File: src/dcir_pkg.sv
// dcir_pkg: offsets, reset values and register selectors for the dma
// completion interrupt register block.
// assumes a 32-bit register port with byte addresses in reg_addr.
`default_nettype none

package dcir_pkg;

    localparam int          CHANNELS      = 4;
    localparam int          IRQ_BITS      = 2 * CHANNELS;
    localparam int          ADDR_W        = 8;

    // byte offsets, one aligned word each
    localparam logic [7:0]  OFS_RAW       = 8'h00;
    localparam logic [7:0]  OFS_MASKED    = 8'h04;
    localparam logic [7:0]  OFS_EN_SET    = 8'h08;
    localparam logic [7:0]  OFS_EN_CLR    = 8'h0c;
    localparam logic [7:0]  OFS_RX_CTL    = 8'h10;
    localparam logic [7:0]  OFS_IRQ_STAT  = 8'h14;
    localparam logic [7:0]  OFS_IRQ_MASK  = 8'h18;

    // field positions
    localparam int          RX_ON_BIT     = 0;
    localparam int          IRQ_DONE_LSB  = 0;
    localparam int          IRQ_OVR_LSB   = CHANNELS;

    // values after reset
    localparam logic [3:0]  RST_RAW       = 4'h0;
    localparam logic [3:0]  RST_EN        = 4'h0;
    localparam logic        RST_RX_ON     = 1'b0;
    localparam logic [7:0]  RST_IRQ_STAT  = 8'h00;
    localparam logic [7:0]  RST_IRQ_MASK  = 8'h00;
    localparam logic [31:0] RST_RDATA     = 32'h0000_0000;

    typedef enum logic [2:0] {
        REG_RAW,
        REG_MASKED,
        REG_EN_SET,
        REG_EN_CLR,
        REG_RX_CTL,
        REG_IRQ_STAT,
        REG_IRQ_MASK,
        REG_NONE
    } dcir_reg_t;

endpackage

`default_nettype wire

File: src/dcir_flag_if.sv
// dcir_flag_if: set, clear and value of one bank of flags.
// assumes the owner of set and clr runs on the same clock as the bank.
`default_nettype none

interface dcir_flag_if #(
    parameter int W = 4
);
    logic [W-1:0] set;
    logic [W-1:0] clr;
    logic [W-1:0] q;

    modport bank (
        input  set,
        input  clr,
        output q
    );

    modport ctrl (
        output set,
        output clr,
        input  q
    );
endinterface

`default_nettype wire

File: src/dcir_addr_decode.sv
// dcir_addr_decode: maps a byte address to a register selector.
// assumes strobes are one cycle and never both high at once.
`default_nettype none

module dcir_addr_decode #(
    parameter int ADDR_W = dcir_pkg::ADDR_W
) (
    input  wire logic [ADDR_W-1:0] reg_addr,
    input  wire logic              reg_wr,
    input  wire logic              reg_rd,
    output dcir_pkg::dcir_reg_t    wr_sel,
    output dcir_pkg::dcir_reg_t    rd_sel
);

    function automatic dcir_pkg::dcir_reg_t reg_of(
        input logic [ADDR_W-1:0] a
    );
        dcir_pkg::dcir_reg_t r;
        r = dcir_pkg::REG_NONE;
        // whole address compared, so any high bit set lands on no register
        unique case (a)
            ADDR_W'(dcir_pkg::OFS_RAW):      r = dcir_pkg::REG_RAW;
            ADDR_W'(dcir_pkg::OFS_MASKED):   r = dcir_pkg::REG_MASKED;
            ADDR_W'(dcir_pkg::OFS_EN_SET):   r = dcir_pkg::REG_EN_SET;
            ADDR_W'(dcir_pkg::OFS_EN_CLR):   r = dcir_pkg::REG_EN_CLR;
            ADDR_W'(dcir_pkg::OFS_RX_CTL):   r = dcir_pkg::REG_RX_CTL;
            ADDR_W'(dcir_pkg::OFS_IRQ_STAT): r = dcir_pkg::REG_IRQ_STAT;
            ADDR_W'(dcir_pkg::OFS_IRQ_MASK): r = dcir_pkg::REG_IRQ_MASK;
            default:                         r = dcir_pkg::REG_NONE;
        endcase
        return r;
    endfunction

    assign wr_sel = reg_wr ? reg_of(reg_addr) : dcir_pkg::REG_NONE;
    assign rd_sel = reg_rd ? reg_of(reg_addr) : dcir_pkg::REG_NONE;

endmodule

`default_nettype wire

File: src/dcir_flag_bank.sv
// dcir_flag_bank: a row of flags with per-bit set and clear.
// assumes set and clr are synchronous to core_clk.
`default_nettype none

module dcir_flag_bank #(
    parameter int         W   = 4,
    parameter logic [W-1:0] RST = '0
) (
    input  wire logic   core_clk,
    input  wire logic   rst_n,
    dcir_flag_if.bank   flg
);

    logic [W-1:0] q_ff;
    logic [W-1:0] nxt_q;

    // set wins over a clear in the same cycle so no event is lost
    assign nxt_q = (q_ff & ~flg.clr) | flg.set;

    always_ff @(posedge core_clk) begin
        if (!rst_n) begin
            q_ff <= RST;
        end else begin
            q_ff <= nxt_q;
        end
    end

    assign flg.q = q_ff;

endmodule

`default_nettype wire

File: src/dcir_top.sv
// dcir_top: completion flags, interrupt enables and receive dma enable
// for the packet dma, behind a plain register port.
// assumes tx_done_pulse and tx_done_ack come from dma logic on core_clk.
//
// Summary of operation
// - one high-active completion flag per channel 3..0 is set when a packet on that channel finishes on the high-priority queue.
// - the raw completion flags are read-only, read zero after reset, and the upper bits of that word read zero.
// - four high-active interrupt enables, one per channel and paired with that channel's flag, all reset to zero.
// - writing a one to a bit of the enable-clear word clears that channel's enable, zeros leave it alone.
// - receive dma runs only while bit 0 of its control word is one; read-write, zero after reset.
// - the masked completion status of each channel is the raw flag and-ed with its enable.
`default_nettype none

module dcir_top #(
    parameter int CHANNELS = dcir_pkg::CHANNELS,
    parameter int ADDR_W   = dcir_pkg::ADDR_W
) (
    input  wire logic                core_clk,
    input  wire logic                rst_n,
    input  wire logic [ADDR_W-1:0]   reg_addr,
    input  wire logic [31:0]         reg_wdata,
    input  wire logic                reg_wr,
    input  wire logic                reg_rd,
    output logic      [31:0]         reg_rdata,
    input  wire logic [CHANNELS-1:0] tx_done_pulse,
    input  wire logic [CHANNELS-1:0] tx_done_ack,
    output logic      [CHANNELS-1:0] tx_done_masked,
    output logic                     rx_dma_on,
    output logic                     irq
);

    localparam int IRQ_BITS = 2 * CHANNELS;

    dcir_pkg::dcir_reg_t wr_sel;
    dcir_pkg::dcir_reg_t rd_sel;

    dcir_flag_if #(.W(CHANNELS)) raw_if ();
    dcir_flag_if #(.W(CHANNELS)) en_if ();
    dcir_flag_if #(.W(IRQ_BITS)) ist_if ();

    logic                rx_on_ff;
    logic [IRQ_BITS-1:0] irq_mask_ff;
    logic [CHANNELS-1:0] masked;
    logic [CHANNELS-1:0] masked_ff;
    logic [CHANNELS-1:0] overrun;
    logic [31:0]         rd_value;
    logic [31:0]         nxt_rdata;
    logic [31:0]         rdata_ff;

    dcir_addr_decode #(
        .ADDR_W (ADDR_W)
    ) u_decode (
        .reg_addr (reg_addr),
        .reg_wr   (reg_wr),
        .reg_rd   (reg_rd),
        .wr_sel   (wr_sel),
        .rd_sel   (rd_sel)
    );

    // raw completion flags: set by the dma, cleared only by the dma's ack
    // since software has no write path to them
    dcir_flag_bank #(
        .W   (CHANNELS),
        .RST (CHANNELS'(dcir_pkg::RST_RAW))
    ) u_raw (
        .core_clk (core_clk),
        .rst_n    (rst_n),
        .flg      (raw_if.bank)
    );

    assign raw_if.set = tx_done_pulse;
    assign raw_if.clr = tx_done_ack;

    // interrupt enables, touched only through the set and clear words
    dcir_flag_bank #(
        .W   (CHANNELS),
        .RST (CHANNELS'(dcir_pkg::RST_EN))
    ) u_en (
        .core_clk (core_clk),
        .rst_n    (rst_n),
        .flg      (en_if.bank)
    );

    assign en_if.set = (wr_sel == dcir_pkg::REG_EN_SET)
                     ? reg_wdata[CHANNELS-1:0] : '0;
    assign en_if.clr = (wr_sel == dcir_pkg::REG_EN_CLR)
                     ? reg_wdata[CHANNELS-1:0] : '0;

    assign masked = raw_if.q & en_if.q;

    // a completion landing on a flag the dma has not yet consumed
    assign overrun = tx_done_pulse & raw_if.q & ~tx_done_ack;

    // sticky interrupt status, write one to clear; set wins over clear
    dcir_flag_bank #(
        .W   (IRQ_BITS),
        .RST (IRQ_BITS'(dcir_pkg::RST_IRQ_STAT))
    ) u_ist (
        .core_clk (core_clk),
        .rst_n    (rst_n),
        .flg      (ist_if.bank)
    );

    assign ist_if.set = {overrun, tx_done_pulse};
    assign ist_if.clr = (wr_sel == dcir_pkg::REG_IRQ_STAT)
                      ? reg_wdata[IRQ_BITS-1:0] : '0;

    always_ff @(posedge core_clk) begin
        if (!rst_n) begin
            irq_mask_ff <= IRQ_BITS'(dcir_pkg::RST_IRQ_MASK);
        end else if (wr_sel == dcir_pkg::REG_IRQ_MASK) begin
            irq_mask_ff <= reg_wdata[IRQ_BITS-1:0];
        end
    end

    // software must prime descriptors before setting this; nothing here
    // can tell whether it did
    always_ff @(posedge core_clk) begin
        if (!rst_n) begin
            rx_on_ff <= dcir_pkg::RST_RX_ON;
        end else if (wr_sel == dcir_pkg::REG_RX_CTL) begin
            rx_on_ff <= reg_wdata[dcir_pkg::RX_ON_BIT];
        end
    end

    // registered copy so the output is glitch free, one cycle behind
    always_ff @(posedge core_clk) begin
        if (!rst_n) begin
            masked_ff <= '0;
        end else begin
            masked_ff <= masked;
        end
    end

    always_comb begin
        rd_value = '0;
        unique case (rd_sel)
            dcir_pkg::REG_RAW:      rd_value[CHANNELS-1:0] = raw_if.q;
            dcir_pkg::REG_MASKED:   rd_value[CHANNELS-1:0] = masked;
            dcir_pkg::REG_EN_SET:   rd_value[CHANNELS-1:0] = en_if.q;
            dcir_pkg::REG_EN_CLR:   rd_value[CHANNELS-1:0] = en_if.q;
            dcir_pkg::REG_RX_CTL:   rd_value[dcir_pkg::RX_ON_BIT] = rx_on_ff;
            dcir_pkg::REG_IRQ_STAT: rd_value[IRQ_BITS-1:0] = ist_if.q;
            dcir_pkg::REG_IRQ_MASK: rd_value[IRQ_BITS-1:0] = irq_mask_ff;
            dcir_pkg::REG_NONE:     rd_value = '0;
        endcase
    end

    // read data stand only in the cycle after the read strobe
    assign nxt_rdata = reg_rd ? rd_value : dcir_pkg::RST_RDATA;

    always_ff @(posedge core_clk) begin
        if (!rst_n) begin
            rdata_ff <= dcir_pkg::RST_RDATA;
        end else begin
            rdata_ff <= nxt_rdata;
        end
    end

    assign reg_rdata      = rdata_ff;
    assign tx_done_masked = masked_ff;
    assign rx_dma_on      = rx_on_ff;
    assign irq            = |(ist_if.q & irq_mask_ff);

endmodule

`default_nettype wire

File: config.mk
export PLATFORM = sky130hd
export DESIGN_NAME = dcir_top
export DESIGN_NICKNAME = d
export VERILOG_FILES = /design/src/dcir_pkg.sv /design/src/dcir_flag_if.sv /design/src/dcir_addr_decode.sv /design/src/dcir_flag_bank.sv /design/src/dcir_top.sv
export SDC_FILE = /design/constraint.sdc
export NUM_CORES = 1
export LEC_CHECK = 0
export ABC_AREA = 1
export BUFFER_PORTS_ARGS = -buffer_cell sky130_fd_sc_hd__clkbuf_2
export CAP_MARGIN = 5
export CORE_AREA = 2 2 57 80
export DETAILED_ROUTE_END_ITERATION = 7
export DIE_AREA = 0 0 59 82
export PLACE_DENSITY = 0.85
export SLEW_MARGIN = 20
export SYNTH_ARGS = -nofsm -noshare
export SYNTH_HDL_FRONTEND = slang
export SYNTH_SLANG_ARGS = --single-unit
File: constraint.sdc
create_clock -name core_clk -period 3.9 [get_ports core_clk]
set_clock_uncertainty 0.1 [all_clocks]
set_input_delay 0.78 -clock core_clk [delete_from_list [all_inputs] [get_ports core_clk]]
set_output_delay 0.78 -clock core_clk [all_outputs]
set_load 0.02 [all_outputs]
==> flow_summary.ini <==
[status]
status = finished, final reports clean

[sta]
maxSlewViolCount = 0
fin_crit_ns = 2.264
tightest_slew_ns = 0.6233
hold_viol = 0
setup-tns-final_ns = 0
fmax_ghz = 0.4417
maxSlewHeadroom_pct = 58.40
rsz0062_at_grt = false
setup_viol = 0
min_period_over_period_pct = 58.05

[global_route]
grt_pass1_wl_um = 7134
grt_pass1_vias = 1646
gr-total-overflow = 0
grtUsageTotal_pct = 19.79
grt_max_degree = 21
antenna_found_initial = 0

[synthesis]
yosysTopAreaCell = dfxtp_1
synth-seq-cells = 37
synth_cell_type_count = 31
ys_warn_count = 0
synth.yosys.seq_area_share_pct = 36.54
syn_area_um2 = 2027
syn_avg_cell_area_um2 = 7.452
postSynthCellCount = 272
synth.top_cell.area_share_pct = 36.54
synth.area.top_cells = dfxtp_1 37%, nand2_1 10%, buf_4 8.9%

[finish]
fill_cells = 403
final_core_util_pct = 55.51
n_antenna_cell = 0
syn_to_final_growth_pct = 13.21
layout-drive-gt1-share_pct = 25.00
seqCellArea_um2 = 740.7
nNetsFinal = 367
multi_input_area_um2 = 1076

[clock_network]
cts_setup_buffers = 0
cts_resized = 0
cts_tree = yes
clk_latency_ns = 0.30
cts_root_buffer = clkbuf_8
holdBufCountCts = 0
numCtsBuffers = 5
path_clk_slew_ns = 0.07
cts_num_sinks = 37
htree_levels = 2
cts_buffer_depth = 2

[setup_path]
endpoint_kind = output port
crit_start = u_ist.flg.q[0]
worstPathRequired_ns = 3.02
critPathArrivalTime_ns = 1.38
critPathKind = reg2out
rr_startpoint = u_raw.flg.q[0]
worstPathMaxFanout = 3
critPathLaunchType = flop

[detailed_routing]
wl_per_cell_um = 12.06
drt_iter0_markers = 40
drc = 0
drtPass1Iterations = 5
ant_nets = 0
dr_total_vias = 1803
totalWireLength_um = 4354
vias_per_cell = 4.994

[flow_run]
drv_cap = 0

[die]
fp.dieH_um = 82
die_area_um2 = 4838
core.rowCount = 28
core-area_um2 = 4134
ios = 90
dieWidth_um = 59
start_util_pct = 49.03

[placement]
gp_congestion = 0.9341
port_buffers = 41
hpwl_um = 3354

[power_and_ir_drop]
powerDensity_nw_per_um2 = 355.4
irDropWorstVdd_uv = 223.1
p_leak_nw = 1.075

[min_path]
hold_path_class = reg2reg
worstHoldStart = u_en.flg.q[2]
-- cell type report --
| class | count | area share, % |
|---|---|---|
| flip-flops and latches | 37 | 32.28 |
| clock buffers | 7 | 3.762 |
| repair buffers | 41 | 8.942 |
| clock inverters | 1 | 1.309 |
| multi-input cells | 205 | 46.89 |
| well taps | 45 | 2.454 |
| inverters | 25 | 4.362 |
-- worst paths after layout --
path,to,slack (ns),cells past startpoint
setup reg to reg,reg_rdata[0],2.86,5
hold reg to reg,tx_done_masked[2],0.38,2
hold / removal,tx_done_masked[2],0.38,2
setup / recovery,irq,1.64,4
-- metal layers --
metal,vias to the layer above,routed length (µm),global-route usage [%]
met3,7,232,3.937
met5,-,0,0
met2,64,2280,35.56
met4,0,95,11.36
met1,809,1746,20.99
li1,923,-,-
-- worst max-delay path, stage by stage, from the launching register on --
cell and delay [ns]:
dfxtp_1 0.33, a22o_1 0.25, a221oi_1 0.23, nand2_1 0.10, clkbuf_2 0.17
-- power by group --
group	internal, mW	switching, mW	total [mW]
combinational	0.0216	0.0573	0.0788
clock	0.208	0.134	0.342
sequential	0.386	0.00806	0.394
total	0.616	0.199	0.816
-- Yosys cell counts, drive strengths merged --
master	n
a21oi	27
a221oi	2
a22o	1
a311oi	4
buf	26
clkbuf	2
clkinv	1
conb	1
dfxtp	37
inv	24
nand2	64
nand3	30
nand3b	1
nor2	39
nor3	2
o21ai	11
-- stage by stage --
stage               worst slack [ns]  cells  power, mW  cell area (µm²)  hold WS (ns)
floorplan                      1.975    295     0.4711             2113        0.3437
CTS                            1.649    361     0.8177             2295        0.3824
global route                   1.488    361     0.8460             2295        0.4141
finish                         1.636    361     0.8155             2295        0.3839
global placement               1.566    353     0.4792             2178        0.3668
detailed placement             1.502    353     0.4809             2178        0.3690
-- cells in the final DEF (no fill, tap or decap) --
cell type   n
clkbuf_8    6
nand3b_1    1
o21ai_1     1
nand3_4     1
a21oi_1    26
inv_1      19
nor2_4      6
nand3_2     2
nand2_8     1
a21oi_4     1
nor3_2      1
nor2_8      1
inv_2       3
nor3_4      1
inv_4       2
nand3_1    27
clkbuf_1    1
o21ai_0    10
conb_1     24
a311oi_1    4
nand2_2     3
nor2_2      3
a221oi_1    2
clkbuf_2   41
nor2_1     29
a22o_1      1
nand2_1    55
clkinv_2    1
nand2_4     5
dfxtp_1    37
bufinv_16   1
-- state kept, by name, indices dropped and copies added (netlist names) --
name	cells
u_ist.flg.q	8
u_en.flg.q	4
rx_dma_on	1
reg_rdata	8
tx_done_masked	4
irq_mask_ff	8
u_raw.flg.q	4
-- logic make-up after synthesis --
logic type / count (synthesis) / synth area share (%)
AO/OA/AOI/OAI: 45 / 12.96
buffers and inverters: 53 / 14.63
flip-flops: 37 / 36.54
other: 1 / 0.1850
AND/OR/NAND/NOR: 136 / 35.68
(Power assumes the default switching activity.)
